==> src/fewc_pkg.sv <==
// Shared constants and types of the flash erase and write sequencer.
//------------------------------------------------------------------------------
//------------------------------------------------------------------------------
package fewc_pkg;

    // Flash access kinds that the CPU can issue.
    typedef enum logic [2:0] {
        FEWC_OP_READ,
        FEWC_OP_WRITE,
        FEWC_OP_SEG_ERASE,
        FEWC_OP_BANK_ERASE,
        FEWC_OP_MASS_ERASE
    } fewc_op_t;

    // Clock and microsecond time base.
    localparam int unsigned CLK_PERIOD_NS = 8;
    localparam int unsigned NS_PER_US = 1000;
    localparam int unsigned CYC_PER_US = (NS_PER_US + CLK_PERIOD_NS - 1) / CLK_PERIOD_NS;
    localparam int unsigned DIV_W = 7;
    localparam logic [DIV_W-1:0] DIV_LAST = DIV_W'(CYC_PER_US - 1);

    // Recovery times after an emergency abort, in microseconds and in clock cycles.
    localparam int unsigned REC_BIG_ERASE_US = 100;
    localparam int unsigned REC_SEG_ERASE_US = 6;
    localparam int unsigned REC_BIG_ERASE_CYC = REC_BIG_ERASE_US * CYC_PER_US;
    localparam int unsigned REC_SEG_ERASE_CYC = REC_SEG_ERASE_US * CYC_PER_US;

    // Nominal operation durations, in microseconds.
    localparam int unsigned WRITE_US_DEF = 64;
    localparam int unsigned SEG_ERASE_US_DEF = 24000;
    localparam int unsigned BANK_ERASE_US_DEF = 32000;
    localparam int unsigned MASS_ERASE_US_DEF = 32000;

    // Timer width in microsecond ticks and interrupt line count.
    localparam int unsigned TMR_W = 16;
    localparam int unsigned NIRQ_DEF = 8;

endpackage

==> src/fewc_tmr_if.sv <==
// Carrier between the sequencer and its microsecond timer.
`timescale 1ns/100ps
interface fewc_tmr_if #(parameter int unsigned TW = 16);
    logic load;
    logic [TW-1:0] load_us;
    logic done;
    logic running;

    modport ctl (output load, output load_us, input done, input running);
    modport tmr (input load, input load_us, output done, output running);
endinterface

==> src/fewc_timer.sv <==
// Microsecond down counter with its own clock divider.
`timescale 1ns/100ps
module fewc_timer #(
    parameter int unsigned TW = 16
) (
    input wire logic mclk,
    input wire logic rstn,
    fewc_tmr_if.tmr tif
);
    import fewc_pkg::*;

    logic [DIV_W-1:0] div_ff;
    logic [TW-1:0] left_ff;
    logic run_ff;
    logic done_ff;
    logic tick;

    assign tick = (div_ff == DIV_LAST);

    //--------------------------------------------------------------------------
    // Divider
    //--------------------------------------------------------------------------
    // A load restarts the divider so the first microsecond is never short.
    always_ff @(posedge mclk or negedge rstn) begin
        if (!rstn) begin
            div_ff <= '0;
        end else if (tif.load || !run_ff || tick) begin
            div_ff <= '0;
        end else begin
            div_ff <= div_ff + DIV_W'(1);
        end
    end

    //--------------------------------------------------------------------------
    // Count down
    //--------------------------------------------------------------------------
    always_ff @(posedge mclk or negedge rstn) begin
        if (!rstn) begin
            left_ff <= '0;
            run_ff <= 1'b0;
        end else if (tif.load) begin
            left_ff <= (tif.load_us == '0) ? TW'(1) : tif.load_us;
            run_ff <= 1'b1;
        end else if (run_ff && tick) begin
            left_ff <= left_ff - TW'(1);
            if (left_ff == TW'(1)) begin
                run_ff <= 1'b0;
            end
        end
    end

    always_ff @(posedge mclk or negedge rstn) begin
        if (!rstn) begin
            done_ff <= 1'b0;
        end else begin
            done_ff <= run_ff && tick && (left_ff == TW'(1)) && !tif.load;
        end
    end

    assign tif.done = done_ff;
    assign tif.running = run_ff;
endmodule // fewc_timer

==> src/fewc_ctrl.sv <==
// Flash erase and write sequencer with emergency abort and CPU stall.
`timescale 1ns/100ps
module fewc_ctrl #(
    parameter int unsigned NIRQ = fewc_pkg::NIRQ_DEF,
    parameter int unsigned WRITE_US = fewc_pkg::WRITE_US_DEF,
    parameter int unsigned SEG_ERASE_US = fewc_pkg::SEG_ERASE_US_DEF,
    parameter int unsigned BANK_ERASE_US = fewc_pkg::BANK_ERASE_US_DEF,
    parameter int unsigned MASS_ERASE_US = fewc_pkg::MASS_ERASE_US_DEF,
    parameter int unsigned REC_BIG_US = fewc_pkg::REC_BIG_ERASE_US,
    parameter int unsigned REC_SEG_US = fewc_pkg::REC_SEG_ERASE_US
) (
    input wire logic mclk,
    input wire logic rstn,
    input wire logic req_valid,
    input wire fewc_pkg::fewc_op_t req_op,
    input wire logic emergency_abort_bit,
    input wire logic global_irq_enable,
    input wire logic [NIRQ-1:0] irq_pending,
    input wire logic mod_access,
    input wire logic mod_result_valid,
    output logic req_ready,
    output logic cpu_wait,
    output logic flash_busy,
    output logic read_unreliable,
    output logic op_done,
    output logic op_aborted,
    output logic [NIRQ-1:0] irq_request
);
    import fewc_pkg::*;

    typedef enum logic [1:0] {
        FEWC_IDLE,
        FEWC_WRITE,
        FEWC_ERASE,
        FEWC_RECOVER
    } fewc_state_t;

    fewc_state_t state_ff;
    logic big_erase_ff;
    logic req_ready_ff;
    logic cpu_wait_ff;
    logic flash_busy_ff;
    logic read_unreliable_ff;
    logic op_done_ff;
    logic op_aborted_ff;
    logic [NIRQ-1:0] irq_request_ff;
    logic accept;
    logic abort;
    logic active;

    fewc_tmr_if #(.TW(TMR_W)) tif ();

    fewc_timer #(.TW(TMR_W)) u_timer (
        .mclk(mclk),
        .rstn(rstn),
        .tif(tif)
    );

    //--------------------------------------------------------------------------
    // Request decode
    //--------------------------------------------------------------------------
    // Reads need no sequencing; they are only qualified by the recovery flag.
    assign active = (state_ff == FEWC_WRITE) || (state_ff == FEWC_ERASE);
    assign accept = (state_ff == FEWC_IDLE) && req_valid && (req_op != FEWC_OP_READ);
    assign abort = active && emergency_abort_bit;

    assign tif.load = accept || abort;

    // An abort of a write uses the short recovery, as it disturbs no whole bank.
    always_comb begin
        tif.load_us = TMR_W'(WRITE_US);
        if (abort) begin
            tif.load_us = big_erase_ff ? TMR_W'(REC_BIG_US) : TMR_W'(REC_SEG_US);
        end else begin
            unique case (req_op)
                FEWC_OP_SEG_ERASE: tif.load_us = TMR_W'(SEG_ERASE_US);
                FEWC_OP_BANK_ERASE: tif.load_us = TMR_W'(BANK_ERASE_US);
                FEWC_OP_MASS_ERASE: tif.load_us = TMR_W'(MASS_ERASE_US);
                default: tif.load_us = TMR_W'(WRITE_US);
            endcase
        end
    end

    //--------------------------------------------------------------------------
    // Sequencer
    //--------------------------------------------------------------------------
    // Abort takes priority over a normal finish landing in the same cycle.
    always_ff @(posedge mclk or negedge rstn) begin
        if (!rstn) begin
            state_ff <= FEWC_IDLE;
        end else begin
            unique case (state_ff)
                FEWC_IDLE: begin
                    if (accept) begin
                        state_ff <= (req_op == FEWC_OP_WRITE) ? FEWC_WRITE : FEWC_ERASE;
                    end
                end
                FEWC_WRITE, FEWC_ERASE: begin
                    if (abort) begin
                        state_ff <= FEWC_RECOVER;
                    end else if (tif.done) begin
                        state_ff <= FEWC_IDLE;
                    end
                end
                FEWC_RECOVER: begin
                    if (tif.done) begin
                        state_ff <= FEWC_IDLE;
                    end
                end
            endcase
        end
    end

    always_ff @(posedge mclk or negedge rstn) begin
        if (!rstn) begin
            big_erase_ff <= 1'b0;
        end else if (accept) begin
            big_erase_ff <= (req_op == FEWC_OP_BANK_ERASE) || (req_op == FEWC_OP_MASS_ERASE);
        end
    end

    //--------------------------------------------------------------------------
    // Status outputs
    //--------------------------------------------------------------------------
    always_ff @(posedge mclk or negedge rstn) begin
        if (!rstn) begin
            flash_busy_ff <= 1'b0;
            req_ready_ff <= 1'b0;
            op_done_ff <= 1'b0;
            op_aborted_ff <= 1'b0;
        end else begin
            flash_busy_ff <= accept || (active && !abort && !tif.done);
            req_ready_ff <= (state_ff == FEWC_IDLE) ? !accept
                : ((state_ff == FEWC_RECOVER) && tif.done);
            op_done_ff <= active && !abort && tif.done;
            op_aborted_ff <= abort;
        end
    end

    // Data read while this is high may be wrong; the flag covers the recovery wait.
    always_ff @(posedge mclk or negedge rstn) begin
        if (!rstn) begin
            read_unreliable_ff <= 1'b0;
        end else if (abort) begin
            read_unreliable_ff <= 1'b1;
        end else if ((state_ff == FEWC_RECOVER) && tif.done) begin
            read_unreliable_ff <= 1'b0;
        end
    end

    //--------------------------------------------------------------------------
    // CPU stall
    //--------------------------------------------------------------------------
    // The stall is registered, so it trails its cause by one cycle; the CPU
    // must sample it on the cycle after it starts an erase or module access.
    always_ff @(posedge mclk or negedge rstn) begin
        if (!rstn) begin
            cpu_wait_ff <= 1'b0;
        end else begin
            cpu_wait_ff <= ((accept && (req_op != FEWC_OP_WRITE))
                || ((state_ff == FEWC_ERASE) && !abort && !tif.done))
                || (mod_access && !mod_result_valid);
        end
    end

    //--------------------------------------------------------------------------
    // Interrupt pass-through
    //--------------------------------------------------------------------------
    // Flash state is deliberately not part of this gate; only the global enable
    // held by software keeps requests pending during an erase.
    always_ff @(posedge mclk or negedge rstn) begin
        if (!rstn) begin
            irq_request_ff <= '0;
        end else begin
            irq_request_ff <= global_irq_enable ? irq_pending : '0;
        end
    end

    assign req_ready = req_ready_ff;
    assign cpu_wait = cpu_wait_ff;
    assign flash_busy = flash_busy_ff;
    assign read_unreliable = read_unreliable_ff;
    assign op_done = op_done_ff;
    assign op_aborted = op_aborted_ff;
    assign irq_request = irq_request_ff;
endmodule // fewc_ctrl

==> config.mk <==
export PLATFORM = sky130hd
export DESIGN_NAME = fewc_ctrl
export DESIGN_NICKNAME = d
export VERILOG_FILES = /design/src/fewc_pkg.sv /design/src/fewc_tmr_if.sv /design/src/fewc_timer.sv /design/src/fewc_ctrl.sv
export SDC_FILE = /design/constraint.sdc
export NUM_CORES = 1
export LEC_CHECK = 0
export BUFFER_PORTS_ARGS = -buffer_cell sky130_fd_sc_hd__buf_2
export CORE_MARGIN = 2
export CORE_UTILIZATION = 55
export DETAILED_ROUTE_END_ITERATION = 7
export PLACE_DENSITY = 0.86
export SYNTH_ARGS = -nofsm -noshare
export SYNTH_HDL_FRONTEND = slang
export SYNTH_SLANG_ARGS = --single-unit
==> constraint.sdc <==
create_clock -name mclk -period 2 [get_ports mclk]
set_input_delay 0.3 -clock mclk [delete_from_list [all_inputs] [get_ports mclk]]
set_output_delay 0.3 -clock mclk [all_outputs]
set_load 0.02 [all_outputs]
==> impl_metrics.toml, run 1 <==
[outcome]
outcome = "finished clean"

[floorplan]
die_area_mm2 = 0.00440
die_h_um = 66.4
rows = 22
initial_core_util_pct = 58.0
coreArea_mm2 = 0.00369
floorplan.io_pins = 32
die_width_um = 66.4

[global_routing]
grt_antenna_before_repair = 0
globalRouteOverflowTotal = 0
largest_net_degree_at_the_start_of_global_routing = 43
grt_pass1_vias = 1675
globalRouteTotalUtil_pct = 22.3
grt_first_pass_wirelength_um = 7400

[sta]
rsz0062_at_grt = "no"
tightestPinTransition_ns = 0.519
highest_clock_rate_mhz = 537
slew-limit-headroom_pct = 65.4
setup_total_negative_slack_ns = 0
finalHoldViolCount = 0
setup_viol_count_final = 0
final_max_slew_viol_count = 0
finalCriticalPeriod_ns = 1.86
fin_skew_ns = 0.00633
period_share_pct = 93.1

[logic_synthesis]
synth_nets = 242
yosys-top-cells-area = "dfrtp_1, nor2_1, ha_1, nand2_1, xor2_1"
yosysUniqueCellTypes = 48
ys_seq_elements = 42
synth_xor_xnor_area_share_pct = 4.92
synth.yosys.seq_area_share_pct = 49.2
yosys.area.top_type_share_pct = 49.2
yosysWarningCount = 0
synth.area.mux_share_pct = 0
synth_top_family_by_area = "simple AND/OR/NAND/NOR gates"
post_synth_and_or_nand_nor_area_fraction_pct = 23.9
synth_compound_area_share_pct = 14.1
syn-mean-instance-area_um2 = 9.90
syn-instance-count = 216
postSynth.asyncResetShare_pct = 100
synth_top_flop_cell = "dfrtp_1"
synth_edf_count = 0
yosys.area_share.adder_pct = 4.68
synth_top_area_cell = "dfrtp_1"
cell_area_after_synthesis_mm2 = 0.00214

[detailed_routing]
vias_after_detailed_routing = 1690
drt-wirelength-per-cell_um = 13.9
drt-initial-drc-count = 112
route.antenna.remaining_nets = 0
routed_via_density = 5.50
drt_first_pass_iters = 4
drt_drc = 0
drt-total-wl_um = 4280

[place]
dp_hpwl_um = 3180
count_of_input_and_output_buffers = 31
globalplace.congestion = 0.837
place_inst = 297

[worst_setup_path]
timing.reg2reg.setup_slack_ns = 0.14
bufs_and_invs_on_worst_path = 1
worst_setup_path_end_kind = "flip-flop"
cpLargestDelayFamily = "simple AND/OR/NAND/NOR gates"
crit_type = "reg2reg"
cp_max_fo = 8
path_cells = "inv_1 -> ha_1 -> and3_1 -> and2_1 -> nor2_2 -> a21oi_1 -> o22a_1"
regToRegEndpoint = "u_timer.left_ff[12]"
worst_r2r_path_depth = 7
timing.critical_path.slowest_cell_delay_ns = 0.41
crit_arrival_ns = 2.05
worstSetupStartpointType = "flip-flop"
wp_data_required_ns = 2.19
cpMaxStageDelayCell = "dfrtp_1"
crit-reg2reg-launch = "u_timer.div_ff[0]"

[finish]
antennaDiodeCount = 0
filler_cell_count = 285
area_growth_pct = 17.6
layout.cells.non_filler = 307
mostFrequentLayoutCell = "dfrtp_1"
finalNetCount = 284
top_library_cells_by_usage_in_the_layout_fill_and_taps_aside = "dfrtp_1, buf_2, nor2_1, nand2_1, inv_1"
final_layout_size_suffix_gt1_share_pct = 23.9

[clock_network]
cts_tree = "yes"
clk_latency_ns = 0.29
cts_num_sinks = 42
clkTransAtPathRegs_ns = 0.08
postCtsHoldBufs = 0
cts_buffers = 5
clockBufferDepth = 2
cts_root_buf = "clkbuf_8"
cts_htree_levels = 2

[run]
max_cap_violations = 0

[power]
leakage_nw = 1.19
power.ir.vdd_worst_uv = 952
powerDensity_mw_per_mm2 = 1340

[hold_path]
worst_hold_path_type = "in2async"
[report_power, final]
group          total (mW)  switching [mW]  internal [mW]
registers            1.27           0.202           1.07
logic                1.48           0.881          0.598
clock network       0.628           0.280          0.348
total                3.37            1.36           2.01
[layer usage]
metal  routed length [um]  track usage (%)  share of wire, %
met5                    0                0                 0
met4                   72             6.63               1.7
met3                  208             7.16               4.9
met2                 2120             37.5                49
met1                 1880             27.4                44
[cells by family (layout without fill, tap and decap cells)]
logic type | Yosys count | after routing
fa+ha+maj | 8 | 8
xor+xnor | 12 | 12
simple gates | 94 | 94
flops | 42 | 42
buf+inv | 16 | 59
compound gates | 44 | 44
[synth_stat cells (2+ instances only)]
cell type	n
nor3_4	2
nand2b_1	4
nor3_1	3
ha_1	8
xor2_1	7
a21oi_1	11
nor2_1	28
nand3_1	8
o21ai_1	3
or3_1	2
dfrtp_1	42
o31ai_1	2
o22ai_1	2
inv_1	11
o21ai_0	7
nand2_1	20
o22a_1	4
a31oi_1	4
and2_1	9
nor4_2	3
nor4_1	2
and3_1	3
buf_2	2
xnor2_1	5
[timing repair]
| action | 4_1_cts | 5_1_grt |
|---|---|---|
| setup endpoints to repair | 0 | 8 |
| endpoints found under the hold margin | 0 | 0 |
| buffers inserted | 0 | 2 |
| resized for setup | 0 | 4 |
[registers in the layout, summed over array words and instances, names as in the netlist, 2 cells and up]
signal           cells
u_timer.left_ff     16
irq_request          8
state_ff             2
u_timer.div_ff       7
[how the worst max path moves through the flow]
stage / startpoint / end / slack, ns / depth (start not counted)
final: u_timer.div_ff[0] / u_timer.left_ff[12] / 0.14 / 7
after global routing: state_ff[1] / u_timer.left_ff[12] / 0.003 / 9
after CTS: state_ff[0] / u_timer.left_ff[12] / 0.02 / 9
after detailed placement: state_ff[0] / u_timer.left_ff[12] / 0.04 / 9
after global placement: state_ff[1] / u_timer.left_ff[14] / 0.16 / 9
after floorplan: state_ff[0] / u_timer.left_ff[8] / 0.20 / 8
[stage by stage]
stage | hold slack, ns | area [um2] | setup slack, ns | power (mW) | utilization [%]
4_1_cts | 0.0793 | 2480 | 0.0212 | 3.31 | 67.3
5_1_grt | 0.0924 | 2510 | 0.00268 | 3.63 | 68.2
3_5_place_dp | 0.396 | 2370 | 0.0388 | 2.68 | 64.3
2_1_floorplan | 0.00441 | 2140 | 0.199 | 2.28 | -
3_3_place_gp | 0.391 | 2370 | 0.156 | 2.61 | 64.3
6_report | 0.0579 | 2510 | 0.137 | 3.37 | 68.2
[worst register-to-register path, delay by kind of cell, from the launching register on]
family | cells | cell delay [ns]
AO/OA/AOI/OAI | 2 | 0.29
adder cells (fa/ha/maj) | 1 | 0.20
buffers and inverters | 1 | 0.06
flip-flops | 1 | 0.41
AND/OR/NAND/NOR | 3 | 0.79
[cell type report]
| cell class | instances | area (um2) | share of cell area [%] |
|---|---|---|---|
| clock buffers | 8 | 110 | 4.38 |
| inverters | 12 | 47.5 | 1.89 |
| multi-input cells | 158 | 1030 | 41.0 |
| flip-flops and latches | 42 | 1050 | 41.8 |
| well taps | 48 | 60.1 | 2.39 |
| repair buffers | 39 | 215 | 8.56 |
Note: power is estimated with default switching activity, not from simulation.
==> run 2, diff against run 1 <==
==> constraint.sdc (replaced) <==
create_clock -name mclk -period 1.9 [get_ports mclk]
set_input_delay 0.285 -clock mclk [delete_from_list [all_inputs] [get_ports mclk]]
set_output_delay 0.285 -clock mclk [all_outputs]
set_load 0.02 [all_outputs]
==> run 2 against run 1 <==
- clock skew about the same
- utilization rose by 0.88 points
- flip-flop and latch count unchanged
- combinational power is 8% higher
- critical path type unchanged
- largest cell class is now multi-input combinational cells
- largest power group unchanged
==> impl_metrics.toml, run 2 (same netlist as run 1, synthesis figures left out) <==
[worst_setup_path]
worst_setup_path_end_kind = "flip-flop"
cp_max_fo = 6
timing.critical_path.slowest_cell_delay_ns = 0.60
path_cells = "or4_4 -> nor3_4 -> nand4_1 -> nand2_1 -> nand2_1"
crit-reg2reg-launch = "u_timer.left_ff[8]"
crit_arrival_ns = 1.94
cpLargestDelayFamily = "simple AND/OR/NAND/NOR gates"
crit_type = "reg2reg"
regToRegEndpoint = "u_timer.tif.running"
worst_r2r_path_depth = 5
timing.reg2reg.setup_slack_ns = 0.12
cpMaxStageDelayCell = "or4_4"
timing.critical_path.from = "u_timer.left_ff[8]"
worstSetupEndpoint = "u_timer.tif.running"
bufs_and_invs_on_worst_path = 0
cpMostUsedCell = "nand2_1"
worstSetupStartpointType = "flip-flop"
timing.critical_path.depth = 5
wp_data_required_ns = 2.05

[power]
power.ir.vdd_worst_uv = 830
leakage_nw = 1.20
power_mw = 3.50
powerDensity_mw_per_mm2 = 1370

[sta]
setup_slack_ns = 0.117
finalCriticalPeriod_ns = 1.78
fin_skew_ns = 0.00665
highest_clock_rate_mhz = 561
period_share_pct = 93.8
tightestPinTransition_ns = 0.364
final_max_slew_viol_count = 0
setup_total_negative_slack_ns = 0
finalHoldViolCount = 0
hold_slack_ns = 0.202
setup_viol_count_final = 0
slew-limit-headroom_pct = 75.6

[clock_network]
clk_latency_ns = 0.29
cts_buffers = 5
cts_htree_levels = 2
cts_root_buf = "clkbuf_8"
clkTransAtPathRegs_ns = 0.08
cts_num_sinks = 42
clockBufferDepth = 2
cts_tree = "yes"

[global_routing]
grt_antenna_before_repair = 0
grt_first_pass_wirelength_um = 7400
largest_net_degree_at_the_start_of_global_routing = 43
globalRouteOverflowTotal = 0
grt_pass1_vias = 1738
globalRouteTotalUtil_pct = 21.8

[finish]
area_growth_pct = 19.1
registers.top_by_ff_count = "u_timer.left_ff"
finalNetCount = 286
top_library_cells_by_usage_in_the_layout_fill_and_taps_aside = "dfrtp_1, buf_2, nor2_1, nand2_1, inv_1"
layout.cells.non_filler = 309
mostFrequentLayoutCell = "dfrtp_1"
final_layout_size_suffix_gt1_share_pct = 24.9
largest_reg_flops = 16
antennaDiodeCount = 0

[place]
dp_hpwl_um = 3040
count_of_input_and_output_buffers = 31
globalplace.congestion = 0.823
place_inst = 299
place_worst_setup_slack_ns = 0.0160

[floorplan]
die_area_mm2 = 0.00440
initial_core_util_pct = 58.0
die_h_um = 66.4
coreArea_mm2 = 0.00369
die_width_um = 66.4
floorplan.io_pins = 32
rows = 22

[detailed_routing]
vias_after_detailed_routing = 1705
route.antenna.remaining_nets = 0
drt-wirelength-per-cell_um = 13.4
routed_via_density = 5.52
drt_drc = 0
drt_first_pass_iters = 4
drt-total-wl_um = 4130
drt-initial-drc-count = 168

[outcome]
outcome = "finished clean"

[hold_path]
worst_hold_path_type = "in2reg"

[run]
max_cap_violations = 0
-- run 2: per-stage QoR --
| stage | utilization, % | cell area, um2 |
|---|---|---|
| 2_1_floorplan | - | 2140 |
| 3_3_place_gp | 65.1 | 2400 |
| 3_5_place_dp | 65.1 | 2400 |
| 4_1_cts | 67.8 | 2500 |
| 5_1_grt | 69.1 | 2550 |
| 6_report | 69.1 | 2550 |
-- run 2: worst register-to-register path: stages (launching register included) --
cell and delay [ns]:
dfrtp_1 0.43, or4_4 0.60, nor3_4 0.22, nand4_1 0.21, nand2_1 0.13, nand2_1 0.06
-- run 2: final cells by class --
class	count	area (um2)
timing repair buffer	41	245
sequential	42	1050
inverter	12	47.5
tap	48	60.1
fill	283	1140
clock buffer	7	86.3
multi-input combinational	158	1050
clock inverter	1	5.00
-- run 2: where the power goes --
| group | leakage (nW) | switching (mW) | total, mW | internal, mW |
|---|---|---|---|---|
| sequential | 0.526 | 0.193 | 1.31 | 1.12 |
| clock | 0.0482 | 0.289 | 0.582 | 0.293 |
| combinational | 0.622 | 0.935 | 1.60 | 0.667 |
| total | 1.20 | 1.42 | 3.50 | 2.08 |
-- run 2: timing repair --
action                     4_1_cts  5_1_grt
setup endpoints to repair        0       13
hold buffers                     1        0
resized for setup                0        7
buffers inserted                 0        1
hold endpoints to repair        42        0
-- run 2: per-layer routing --
layer  track usage, %  part of all wire [%]  up-vias
li1                 -                     -      831
met4             5.10                  0.65        0
met1             27.4                    43      817
met2             38.3                    50       52
met5                0                     0        -
met3             4.60                   6.6        5
-- run 2: how the worst min path moves through the flow --
stage | endpoint | from | slack [ns] | depth (start not counted)
after floorplan | big_erase_ff | rstn | -0.01 | 0
after global placement | u_timer.left_ff[4] | rstn | 0.27 | 2
after detailed placement | u_timer.left_ff[3] | rstn | 0.27 | 2
after CTS | irq_request[4] | irq_pending[4] | 0.19 | 2
after global routing | irq_request[6] | irq_pending[6] | 0.20 | 2
final | irq_request[4] | irq_pending[4] | 0.20 | 2
